<file path="src/sceh_map.svh">
// register address, status bit positions and field-count limits of the link error handler
`ifndef SCEH_MAP_SVH
`define SCEH_MAP_SVH

`define SCEH_ERR_ADDR     16'h0219
`define SCEH_ERR_WIDTH    7
`define SCEH_ERR_RESET    7'h00
`define SCEH_BIT_FRAME    0
`define SCEH_BIT_HEADER   1
`define SCEH_BIT_RW_PAR   2
`define SCEH_BIT_LEN_PAR  3
`define SCEH_BIT_CHKSUM   4
`define SCEH_BIT_TIMEOUT  5
`define SCEH_BIT_RW_DATA  6
`define SCEH_GAP_FIELDS   3
`define SCEH_IDLE_FIELDS  4
`define SCEH_FIELD_CYCLES 2500

`endif

</file>
<file path="src/sceh_pkg.sv">
// types shared by the link error handler
`default_nettype none

package sceh_pkg;

	typedef enum logic [2:0] {
		SCEH_STANDBY = 3'b001,
		SCEH_ACTIVE  = 3'b010,
		SCEH_ERROR   = 3'b100
	} sceh_mode_type;

	// one-cycle event strobes from the field decoder
	typedef struct packed {
		logic xfer_start;
		logic xfer_end;
		logic field_done;
		logic is_write;
		logic hdr_bad;
		logic rw_resv_bad;
		logic rw_par_bad;
		logic len_par_bad;
		logic stop_low;
		logic chk_done;
		logic chk_bad;
	} sceh_evt_type;

	typedef struct packed {
		logic        req;
		logic [15:0] addr;
		logic        single;
	} sceh_rd_type;

endpackage

`default_nettype wire

</file>
<file path="src/sceh_span_timer.sv">
// counts cycles while enabled and flags once the count passes a limit
`timescale 1ns/1ns
`default_nettype none

module sceh_span_timer #(
	parameter int unsigned LIMIT = 7500,
	parameter int unsigned WIDTH = 16
) (
	input  wire logic REF_CLK_I,
	input  wire logic RST_N_I,
	input  wire logic run_i,
	input  wire logic restart_i,
	output var  logic over_o
);

	logic [WIDTH-1:0] count_reg;
	logic [WIDTH-1:0] count_next;
	logic             over_reg;
	logic             over_next;

	always_comb begin
		count_next = count_reg;
		over_next  = over_reg;
		if (restart_i || !run_i) begin
			count_next = '0;
			over_next  = 1'b0;
		end else if (!over_reg) begin
			count_next = count_reg + 1'b1;
			// at or past the limit
			over_next  = (count_reg >= WIDTH'(LIMIT));
		end
	end

	always_ff @(posedge REF_CLK_I or negedge RST_N_I) begin
		if (!RST_N_I) begin
			count_reg <= '0;
			over_reg  <= 1'b0;
		end else begin
			count_reg <= count_next;
			over_reg  <= over_next;
		end
	end

	assign over_o = over_reg;

endmodule // sceh_span_timer

`default_nettype wire

</file>
<file path="src/sceh_link_err.sv">
// error detection, status flags and mode control of the single-wire parameter link
//
// How it works
// - seven-bit read-only link error status field
// - reserved R/W bits: flag, keep waiting, drop write
// - gap over three fields: timeout, standby
// - timeout keeps portions already checksum-approved
// - bad write checksum: flag, error mode, discard
// - length parity bad: flag, error mode, discard
// - R/W parity bad: flag, error mode, discard
// - bad header: flag, error mode, discard
// - low stop bit: framing flag, error mode
// - line high over four fields leaves error
// - flags stay set until status read
// - single-byte read clears, multi-byte keeps
`timescale 1ns/1ns
`default_nettype none
`include "sceh_map.svh"

module sceh_link_err
	import sceh_pkg::*;
#(
	parameter int unsigned FIELD_CYCLES = `SCEH_FIELD_CYCLES,
	parameter int unsigned TIMER_WIDTH  = 16
) (
	input  wire logic         REF_CLK_I,
	input  wire logic         RST_N_I,
	input  wire logic         LINE_I,
	input  wire sceh_evt_type EVT_I,
	input  wire sceh_rd_type  RD_I,
	output var  logic [2:0]   MODE_O,
	output var  logic         COMMIT_O,
	output var  logic         DISCARD_O,
	output var  logic [6:0]   ERR_FLAGS_O,
	output var  logic [7:0]   RD_DATA_O,
	output var  logic         RD_ACK_O
);

	localparam int unsigned GAP_LIMIT  = `SCEH_GAP_FIELDS * FIELD_CYCLES;
	localparam int unsigned IDLE_LIMIT = `SCEH_IDLE_FIELDS * FIELD_CYCLES;

	sceh_mode_type                    state_reg;
	sceh_mode_type                    state_next;
	logic [`SCEH_ERR_WIDTH-1:0]       flags_reg;
	logic [`SCEH_ERR_WIDTH-1:0]       flags_next;
	logic [`SCEH_ERR_WIDTH-1:0]       flag_set;
	logic [`SCEH_ERR_WIDTH-1:0]       flag_clr;
	logic                             drop_wr_reg;
	logic                             drop_wr_next;
	logic                             commit_reg;
	logic                             commit_next;
	logic                             discard_reg;
	logic                             discard_next;
	logic [7:0]                       rd_data_reg;
	logic [7:0]                       rd_data_next;
	logic                             rd_ack_reg;
	logic                             rd_ack_next;
	logic                             gap_over;
	logic                             idle_over;
	logic                             live;
	logic                             fatal;
	logic                             rd_hit;

	// gap between fields, only while a transfer is open
	sceh_span_timer #(
		.LIMIT (GAP_LIMIT),
		.WIDTH (TIMER_WIDTH)
	) u_gap_timer (
		.REF_CLK_I (REF_CLK_I),
		.RST_N_I   (RST_N_I),
		.run_i     (state_reg == SCEH_ACTIVE),
		.restart_i (EVT_I.field_done || EVT_I.xfer_start),
		.over_o    (gap_over)
	);

	// idle-high time, only while in error mode
	sceh_span_timer #(
		.LIMIT (IDLE_LIMIT),
		.WIDTH (TIMER_WIDTH)
	) u_idle_timer (
		.REF_CLK_I (REF_CLK_I),
		.RST_N_I   (RST_N_I),
		.run_i     (state_reg == SCEH_ERROR),
		.restart_i (!LINE_I),
		.over_o    (idle_over)
	);

	// error detection and mode transitions
	always_comb begin
		live         = (state_reg != SCEH_ERROR);
		flag_set     = '0;
		state_next   = state_reg;
		drop_wr_next = drop_wr_reg;
		commit_next  = 1'b0;
		discard_next = 1'b0;
		if (live) begin
			flag_set[`SCEH_BIT_FRAME]   = EVT_I.stop_low;
			flag_set[`SCEH_BIT_HEADER]  = EVT_I.hdr_bad;
			flag_set[`SCEH_BIT_RW_PAR]  = EVT_I.rw_par_bad;
			flag_set[`SCEH_BIT_LEN_PAR] = EVT_I.len_par_bad;
			flag_set[`SCEH_BIT_CHKSUM]  = EVT_I.chk_done && EVT_I.chk_bad
				&& EVT_I.is_write;
			flag_set[`SCEH_BIT_RW_DATA] = EVT_I.rw_resv_bad;
		end
		if (state_reg == SCEH_ACTIVE) begin
			flag_set[`SCEH_BIT_TIMEOUT] = gap_over;
		end
		fatal = |flag_set[`SCEH_BIT_CHKSUM:`SCEH_BIT_FRAME];
		case (state_reg)
			SCEH_STANDBY: begin
				if (fatal) begin
					state_next   = SCEH_ERROR;
					discard_next = 1'b1;
				end else if (EVT_I.xfer_start) begin
					state_next   = SCEH_ACTIVE;
					drop_wr_next = EVT_I.rw_resv_bad && EVT_I.is_write;
				end
			end
			SCEH_ACTIVE: begin
				if (fatal) begin
					// failing portion dropped, earlier commits stay
					state_next   = SCEH_ERROR;
					discard_next = 1'b1;
				end else if (gap_over) begin
					state_next = SCEH_STANDBY;
				end else begin
					if (EVT_I.rw_resv_bad && EVT_I.is_write) begin
						drop_wr_next = 1'b1;
					end
					// each approved write portion is committed at once, unless the write is dropped
					commit_next = EVT_I.chk_done && !EVT_I.chk_bad
						&& EVT_I.is_write && !drop_wr_reg
						&& !(EVT_I.rw_resv_bad);
					if (EVT_I.xfer_end) begin
						state_next = SCEH_STANDBY;
					end
				end
			end
			SCEH_ERROR: begin
				if (idle_over) begin
					state_next = SCEH_STANDBY;
				end
			end
			default: begin
				state_next = SCEH_STANDBY;
			end
		endcase
		if (state_next != SCEH_ACTIVE) begin
			drop_wr_next = 1'b0;
		end
	end

	// status register: read and clear
	always_comb begin
		rd_hit       = RD_I.req && (RD_I.addr == `SCEH_ERR_ADDR);
		rd_ack_next  = RD_I.req;
		rd_data_next = rd_data_reg;
		flag_clr     = '0;
		if (RD_I.req) begin
			rd_data_next = rd_hit ? {1'b0, flags_reg} : 8'h00;
		end
		if (rd_hit && RD_I.single) begin
			flag_clr = '1;
		end
		// a new error in the read cycle survives the clear
		flags_next = (flags_reg & ~flag_clr) | flag_set;
	end

	always_ff @(posedge REF_CLK_I or negedge RST_N_I) begin
		if (!RST_N_I) begin
			state_reg   <= SCEH_STANDBY;
			flags_reg   <= `SCEH_ERR_RESET;
			drop_wr_reg <= 1'b0;
			commit_reg  <= 1'b0;
			discard_reg <= 1'b0;
			rd_data_reg <= 8'h00;
			rd_ack_reg  <= 1'b0;
		end else begin
			state_reg   <= state_next;
			flags_reg   <= flags_next;
			drop_wr_reg <= drop_wr_next;
			commit_reg  <= commit_next;
			discard_reg <= discard_next;
			rd_data_reg <= rd_data_next;
			rd_ack_reg  <= rd_ack_next;
		end
	end

	assign MODE_O      = state_reg;
	assign COMMIT_O    = commit_reg;
	assign DISCARD_O   = discard_reg;
	assign ERR_FLAGS_O = flags_reg;
	assign RD_DATA_O   = rd_data_reg;
	assign RD_ACK_O    = rd_ack_reg;

	frame_err_a: assert property (@(posedge REF_CLK_I) disable iff (!RST_N_I)
		(state_reg != SCEH_ERROR) && EVT_I.stop_low |=>
		flags_reg[`SCEH_BIT_FRAME] && (state_reg == SCEH_ERROR) && discard_reg)
		else $error("low stop bit did not raise framing error");

	header_err_a: assert property (@(posedge REF_CLK_I) disable iff (!RST_N_I)
		(state_reg != SCEH_ERROR) && EVT_I.hdr_bad |=>
		flags_reg[`SCEH_BIT_HEADER] && (state_reg == SCEH_ERROR))
		else $error("bad header did not raise header error");

	parity_err_a: assert property (@(posedge REF_CLK_I) disable iff (!RST_N_I)
		(state_reg != SCEH_ERROR) && (EVT_I.len_par_bad || EVT_I.rw_par_bad) |=>
		(flags_reg[`SCEH_BIT_LEN_PAR] || !$past(EVT_I.len_par_bad))
		&& (flags_reg[`SCEH_BIT_RW_PAR] || !$past(EVT_I.rw_par_bad))
		&& (state_reg == SCEH_ERROR))
		else $error("parity error not reported in its bit");

	chksum_err_a: assert property (@(posedge REF_CLK_I) disable iff (!RST_N_I)
		(state_reg == SCEH_ACTIVE) && EVT_I.chk_done && EVT_I.chk_bad && EVT_I.is_write
		|=> flags_reg[`SCEH_BIT_CHKSUM] && !commit_reg && (state_reg == SCEH_ERROR))
		else $error("bad write checksum not handled");

	timeout_a: assert property (@(posedge REF_CLK_I) disable iff (!RST_N_I)
		(state_reg == SCEH_ACTIVE) && gap_over && !fatal |=>
		flags_reg[`SCEH_BIT_TIMEOUT] && (state_reg == SCEH_STANDBY))
		else $error("gap timeout did not end transfer");

	rw_data_a: assert property (@(posedge REF_CLK_I) disable iff (!RST_N_I)
		(state_reg == SCEH_ACTIVE) && EVT_I.rw_resv_bad && EVT_I.is_write && !fatal
		&& !gap_over && !EVT_I.xfer_end |=>
		flags_reg[`SCEH_BIT_RW_DATA] && (state_reg == SCEH_ACTIVE) && drop_wr_reg)
		else $error("reserved bits error left wrong mode");

	flag_hold_a: assert property (@(posedge REF_CLK_I) disable iff (!RST_N_I)
		!(rd_hit && RD_I.single) |=> ((flags_reg & $past(flags_reg)) == $past(flags_reg)))
		else $error("error flag dropped without a single read");

	read_clear_a: assert property (@(posedge REF_CLK_I) disable iff (!RST_N_I)
		rd_hit && RD_I.single && !(|flag_set) |=> (flags_reg == '0)
		&& (rd_data_reg == {1'b0, $past(flags_reg)}))
		else $error("single read did not clear flags");

	quiet_error_a: assert property (@(posedge REF_CLK_I) disable iff (!RST_N_I)
		(state_reg == SCEH_ERROR) |=> !commit_reg && !discard_reg)
		else $error("register change while in error mode");

	recover_a: assert property (@(posedge REF_CLK_I) disable iff (!RST_N_I)
		(state_reg == SCEH_ERROR) && idle_over |=> (state_reg == SCEH_STANDBY))
		else $error("idle-high recovery missed");

	// a timeout ends the transfer but never nullifies what was committed
	timeout_keep_a: assert property (@(posedge REF_CLK_I) disable iff (!RST_N_I)
		(state_reg == SCEH_ACTIVE) && gap_over && !fatal |=>
		!discard_reg)
		else $error("timeout discarded committed data");

	commit_pulse_a: assert property (@(posedge REF_CLK_I) disable iff (!RST_N_I)
		(state_reg == SCEH_ACTIVE) && !fatal && !gap_over && EVT_I.chk_done
		&& !EVT_I.chk_bad && EVT_I.is_write && !drop_wr_reg && !EVT_I.rw_resv_bad
		|=> commit_reg)
		else $error("approved write portion not committed");

	drop_write_a: assert property (@(posedge REF_CLK_I) disable iff (!RST_N_I)
		(state_reg == SCEH_ACTIVE) && drop_wr_reg |=>
		!commit_reg)
		else $error("write committed after reserved bits error");

	err_entry_a: assert property (@(posedge REF_CLK_I) disable iff (!RST_N_I)
		(state_reg != SCEH_ERROR) && fatal |=>
		(state_reg == SCEH_ERROR) && discard_reg)
		else $error("fault did not enter error mode");

	error_silent_a: assert property (@(posedge REF_CLK_I) disable iff (!RST_N_I)
		(state_reg == SCEH_ERROR) && !(rd_hit && RD_I.single) |=>
		(flags_reg == $past(flags_reg)))
		else $error("flags changed while in error mode");

	error_stays_a: assert property (@(posedge REF_CLK_I) disable iff (!RST_N_I)
		(state_reg == SCEH_ERROR) && !idle_over |=>
		(state_reg == SCEH_ERROR))
		else $error("error mode left before idle time");

	read_ack_a: assert property (@(posedge REF_CLK_I) disable iff (!RST_N_I)
		1'b1 |=>
		(rd_ack_reg == $past(RD_I.req)))
		else $error("read acknowledge out of step");

	read_miss_a: assert property (@(posedge REF_CLK_I) disable iff (!RST_N_I)
		RD_I.req && !rd_hit |=>
		(rd_data_reg == 8'h00) && ((flags_reg & $past(flags_reg)) == $past(flags_reg)))
		else $error("unmapped read changed data or flags");

	multi_read_a: assert property (@(posedge REF_CLK_I) disable iff (!RST_N_I)
		rd_hit && !RD_I.single |=>
		(rd_data_reg == {1'b0, $past(flags_reg)})
		&& ((flags_reg & $past(flags_reg)) == $past(flags_reg)))
		else $error("multi-byte read cleared flags");

	set_wins_a: assert property (@(posedge REF_CLK_I) disable iff (!RST_N_I)
		(|flag_set) |=>
		((flags_reg & $past(flag_set)) == $past(flag_set)))
		else $error("new error lost in a clearing read");

endmodule // sceh_link_err

`default_nettype wire

</file>
<file path="config.mk">
export PLATFORM = sky130hd
export DESIGN_NAME = sceh_link_err
export DESIGN_NICKNAME = d
export VERILOG_FILES = /design/src/sceh_pkg.sv /design/src/sceh_span_timer.sv /design/src/sceh_link_err.sv
export VERILOG_INCLUDE_DIRS = /design/src
export SDC_FILE = /design/constraint.sdc
export NUM_CORES = 1
export LEC_CHECK = 0
export ABC_AREA = 1
export BUFFER_PORTS_ARGS = -buffer_cell sky130_fd_sc_hd__buf_4
export CAP_MARGIN = 20
export CORE_ASPECT_RATIO = 1.4
export CORE_UTILIZATION = 32
export CTS_BUF_LIST = sky130_fd_sc_hd__clkbuf_8
export CTS_CLUSTER_DIAMETER = 150
export DETAILED_ROUTE_END_ITERATION = 8
export GPL_ROUTABILITY_DRIVEN = 1
export PLACE_DENSITY = 0.52
export SLEW_MARGIN = 20
export SYNTH_ARGS = -nofsm -noshare
export SYNTH_HDL_FRONTEND = slang
export SYNTH_SLANG_ARGS = --single-unit
</file>
<file path="constraint.sdc">
create_clock -name REF_CLK_I -period 1.4 [get_ports REF_CLK_I]
set_clock_uncertainty 0.15 [all_clocks]
set_input_delay 0.28 -clock REF_CLK_I [delete_from_list [all_inputs] [get_ports REF_CLK_I]]
set_output_delay 0.28 -clock REF_CLK_I [all_outputs]
set_load 0.05 [all_outputs]
</file>
==> flow_metrics.env <==
export IMPL_place_congestion=0.838
export IMPL_cp_top_family="flip-flops"
export IMPL_syn2layout_area_growth_pct=50.3
export IMPL_status="finished with violations"
export IMPL_syn_area_per_cell_um2=7.84
export IMPL_path_clk_slew_ns=0.11
export IMPL_die_y_um=118
export IMPL_num_vias=2964
export IMPL_critPathMaxFanout=4
export IMPL_final_nets=542
export IMPL_hpwlAfterDp_um=5980
export IMPL_final_area_mm2=0.00463
export IMPL_synth_nets=429
export IMPL_rows=42
export IMPL_core_area_mm2=0.00941
export IMPL_leakage_nw=2.15
export IMPL_fin_ws_ns=-0.256
export IMPL_grt_max_degree=32
export IMPL_yosys_warnings=0
export IMPL_h_tree_depth=2
export IMPL_first_pass_iters=7
export IMPL_syn_inst=393
export IMPL_final_util=0.492
export IMPL_total_power_w=0.00415
export IMPL_antenna_found_initial=0
export IMPL_wire_per_inst_um=13.2
export IMPL_layout_commonest_cell="buf_4"
export IMPL_syn_area_mm2=0.00308
export IMPL_max_stage_delay_ns=0.66
export IMPL_arrival_ns=1.23
export IMPL_crit_buf_inv=2
export IMPL_cts_tree="built"
export IMPL_drtIter0Drc=107
export IMPL_slowest_stage="dfstp_4"
export IMPL_antenna_left=0
export IMPL_start_kind="flop"
export IMPL_die_w_um=84.9
export IMPL_fmax_mhz=604
export IMPL_synth_seq_area_share=0.447
export IMPL_numPortBuffers=51
export IMPL_die_area_mm2=0.0100
export IMPL_grt_setup_unrepaired="yes"
export IMPL_drc_errors=9
export IMPL_drive_gt1_frac=0.448
export IMPL_antenna_cells=0
export IMPL_crit_path_cell_trace="buf_6 -> buf_8"
export IMPL_pin_count=53
export IMPL_numCtsBuffers=5
export IMPL_slew_viol_final=0
export IMPL_placedInstanceArea_mm2=0.00397
export IMPL_maxCapViolations=0
export IMPL_yosysTopAreaCellShare=0.438
export IMPL_wirelength_um=8130
export IMPL_dp_cells=593
export IMPL_insertion_delay_ns=0.32
export IMPL_fin_crit_sh=1.18
export IMPL_fin_crit_ns=1.66
export IMPL_synth_seq_cells=55
export IMPL_clkSinkCount=55
export IMPL_setup_violations_final=43
export IMPL_stdcell_count=617
export IMPL_fill_cells=901
export IMPL_grt_ovfl_total=0
export IMPL_drt_vias_per_instance=4.80
export IMPL_critPathKind="reg2out"
export IMPL_violations="DRC, setup timing"
export IMPL_layout_common_cells="92 x buf_4, 71 x nand2_1, 52 x dfrtp_1"
export IMPL_cp_end_kind="primary output"
export IMPL_clk_path_buf_depth=2
export IMPL_ir_drop_mv=0.462
export IMPL_synth_cell_types=37
export IMPL_p_per_area_mw_per_mm2=895
export IMPL_grt_pass1_vias=2964
export IMPL_hp_class="in2reg"
export IMPL_synth_area_top_cells="dfrtp_1 44%, nand2_1 11%, inv_1 6.3%, nor2_1 5.2%, nand3_1 5.0%"
export IMPL_grt_first_pass_wirelength_um=13600
export IMPL_required_ns=0.97
export IMPL_hold_viol=0
export IMPL_yosys_area_top_type="dfrtp_1"
export IMPL_initial_core_util=0.328
export IMPL_grt_usage=0.168
export IMPL_clockRootBuffer="clkbuf_8"
[report_power, final]
part           switching, W  internal [W]  leakage, nW
clock              0.000553      0.000394       0.0524
combinational      0.000798      0.000668         1.38
sequential        0.0000640       0.00167        0.720
total               0.00142       0.00273         2.15
[layer usage]
metal	part of all wire	global-route usage	vias up
li1	-	-	1498
met1	0.42	0.192	1397
met4	0.018	0.0678	0
met5	0	0	-
met2	0.53	0.305	61
met3	0.040	0.0302	8
[tightest hold or removal path, stage by stage]
cell,delay [ns]
buf_4,0.09
nand2_1,0.05
nand2_1,0.05
[through the flow]
step | worst slack [ns] | setup TNS [ns] | hold WS [ns]
final | -0.256 | -5.47 | 0.0145
after global routing | -0.311 | -8.54 | 0.0103
after CTS | -0.265 | -4.12 | 0.0157
after floorplan | -0.226 | -3.05 | -0.166
after global placement | -0.138 | -1.67 | 0.0126
after detailed placement | -0.187 | -2.62 | 0.0142
[final cells by class]
cell class	count	area (um2)	area share
multi-input combinational	274	1840	0.397
inverter	59	234	0.0505
clock buffer	6	82.6	0.0178
sequential	55	1380	0.299
timing repair buffer	111	948	0.205
clock inverter	2	8.76	0.00189
tap	110	138	0.0297
[synthesized netlist by cell type]
cell       n
inv_4      2
buf_6      2
nand3_2    2
nand3_4    1
o22ai_1    1
dfrtp_1   54
inv_1     52
nand4_1   17
nand2_2    4
nor4_1     1
nand4_2    1
nor4_4     1
a21oi_1   10
xor2_1     2
nand2_4    1
nor2_8     1
or2_2      1
buf_4      1
nor3_1    12
nor2_2     8
dfstp_2    1
a31oi_1    1
nor3_4     1
o21ai_0   22
o21ai_4    2
ha_1       4
nor2_4     2
o21ai_1    1
nand3_1   31
o211ai_1   2
buf_2      2
inv_2      5
nor2_1    43
conb_1     1
o21ai_2    7
a21oi_2    3
nand2_1   91
[path summary, 6_finish.rpt]
check                          startpoint                       end  slack, ns  depth (start not counted)
max                             MODE_O[0]                 MODE_O[0]      -0.26                          2
min                              EVT_I[5]            ERR_FLAGS_O[6]       0.01                          3
max reg2reg                     MODE_O[0]  u_gap_timer.count_reg[0]      -0.22                          8
min reg2reg                ERR_FLAGS_O[6]            ERR_FLAGS_O[6]       0.37                          2
max in group asynchronous         RST_N_I                 MODE_O[0]       0.40                          3
min in group asynchronous         RST_N_I              RD_DATA_O[0]       0.20                          2
[cell families (layout without fill, tap and decap cells)]
| family | after synthesis | after routing | synth area share |
|---|---|---|---|
| AO/OA/AOI/OAI | 49 | 49 | 0.102 |
| other | 1 | 1 | 0.00122 |
| adder cells (fa/ha/maj) | 4 | 4 | 0.0162 |
| buffers and inverters | 64 | 178 | 0.0865 |
| XOR/XNOR | 2 | 2 | 0.00569 |
| flip-flops | 55 | 55 | 0.447 |
| AND/OR/NAND/NOR | 218 | 218 | 0.342 |
[repair_timing]
action	in CTS	in global routing
pin swaps	19	22
setup buffers	5	12
endpoints found under the setup margin	45	52
gates resized for setup	61	58
gates cloned	1	0
endpoints found under the hold margin	54	0
hold buffers	1	0
(Power assumes the default switching activity.)
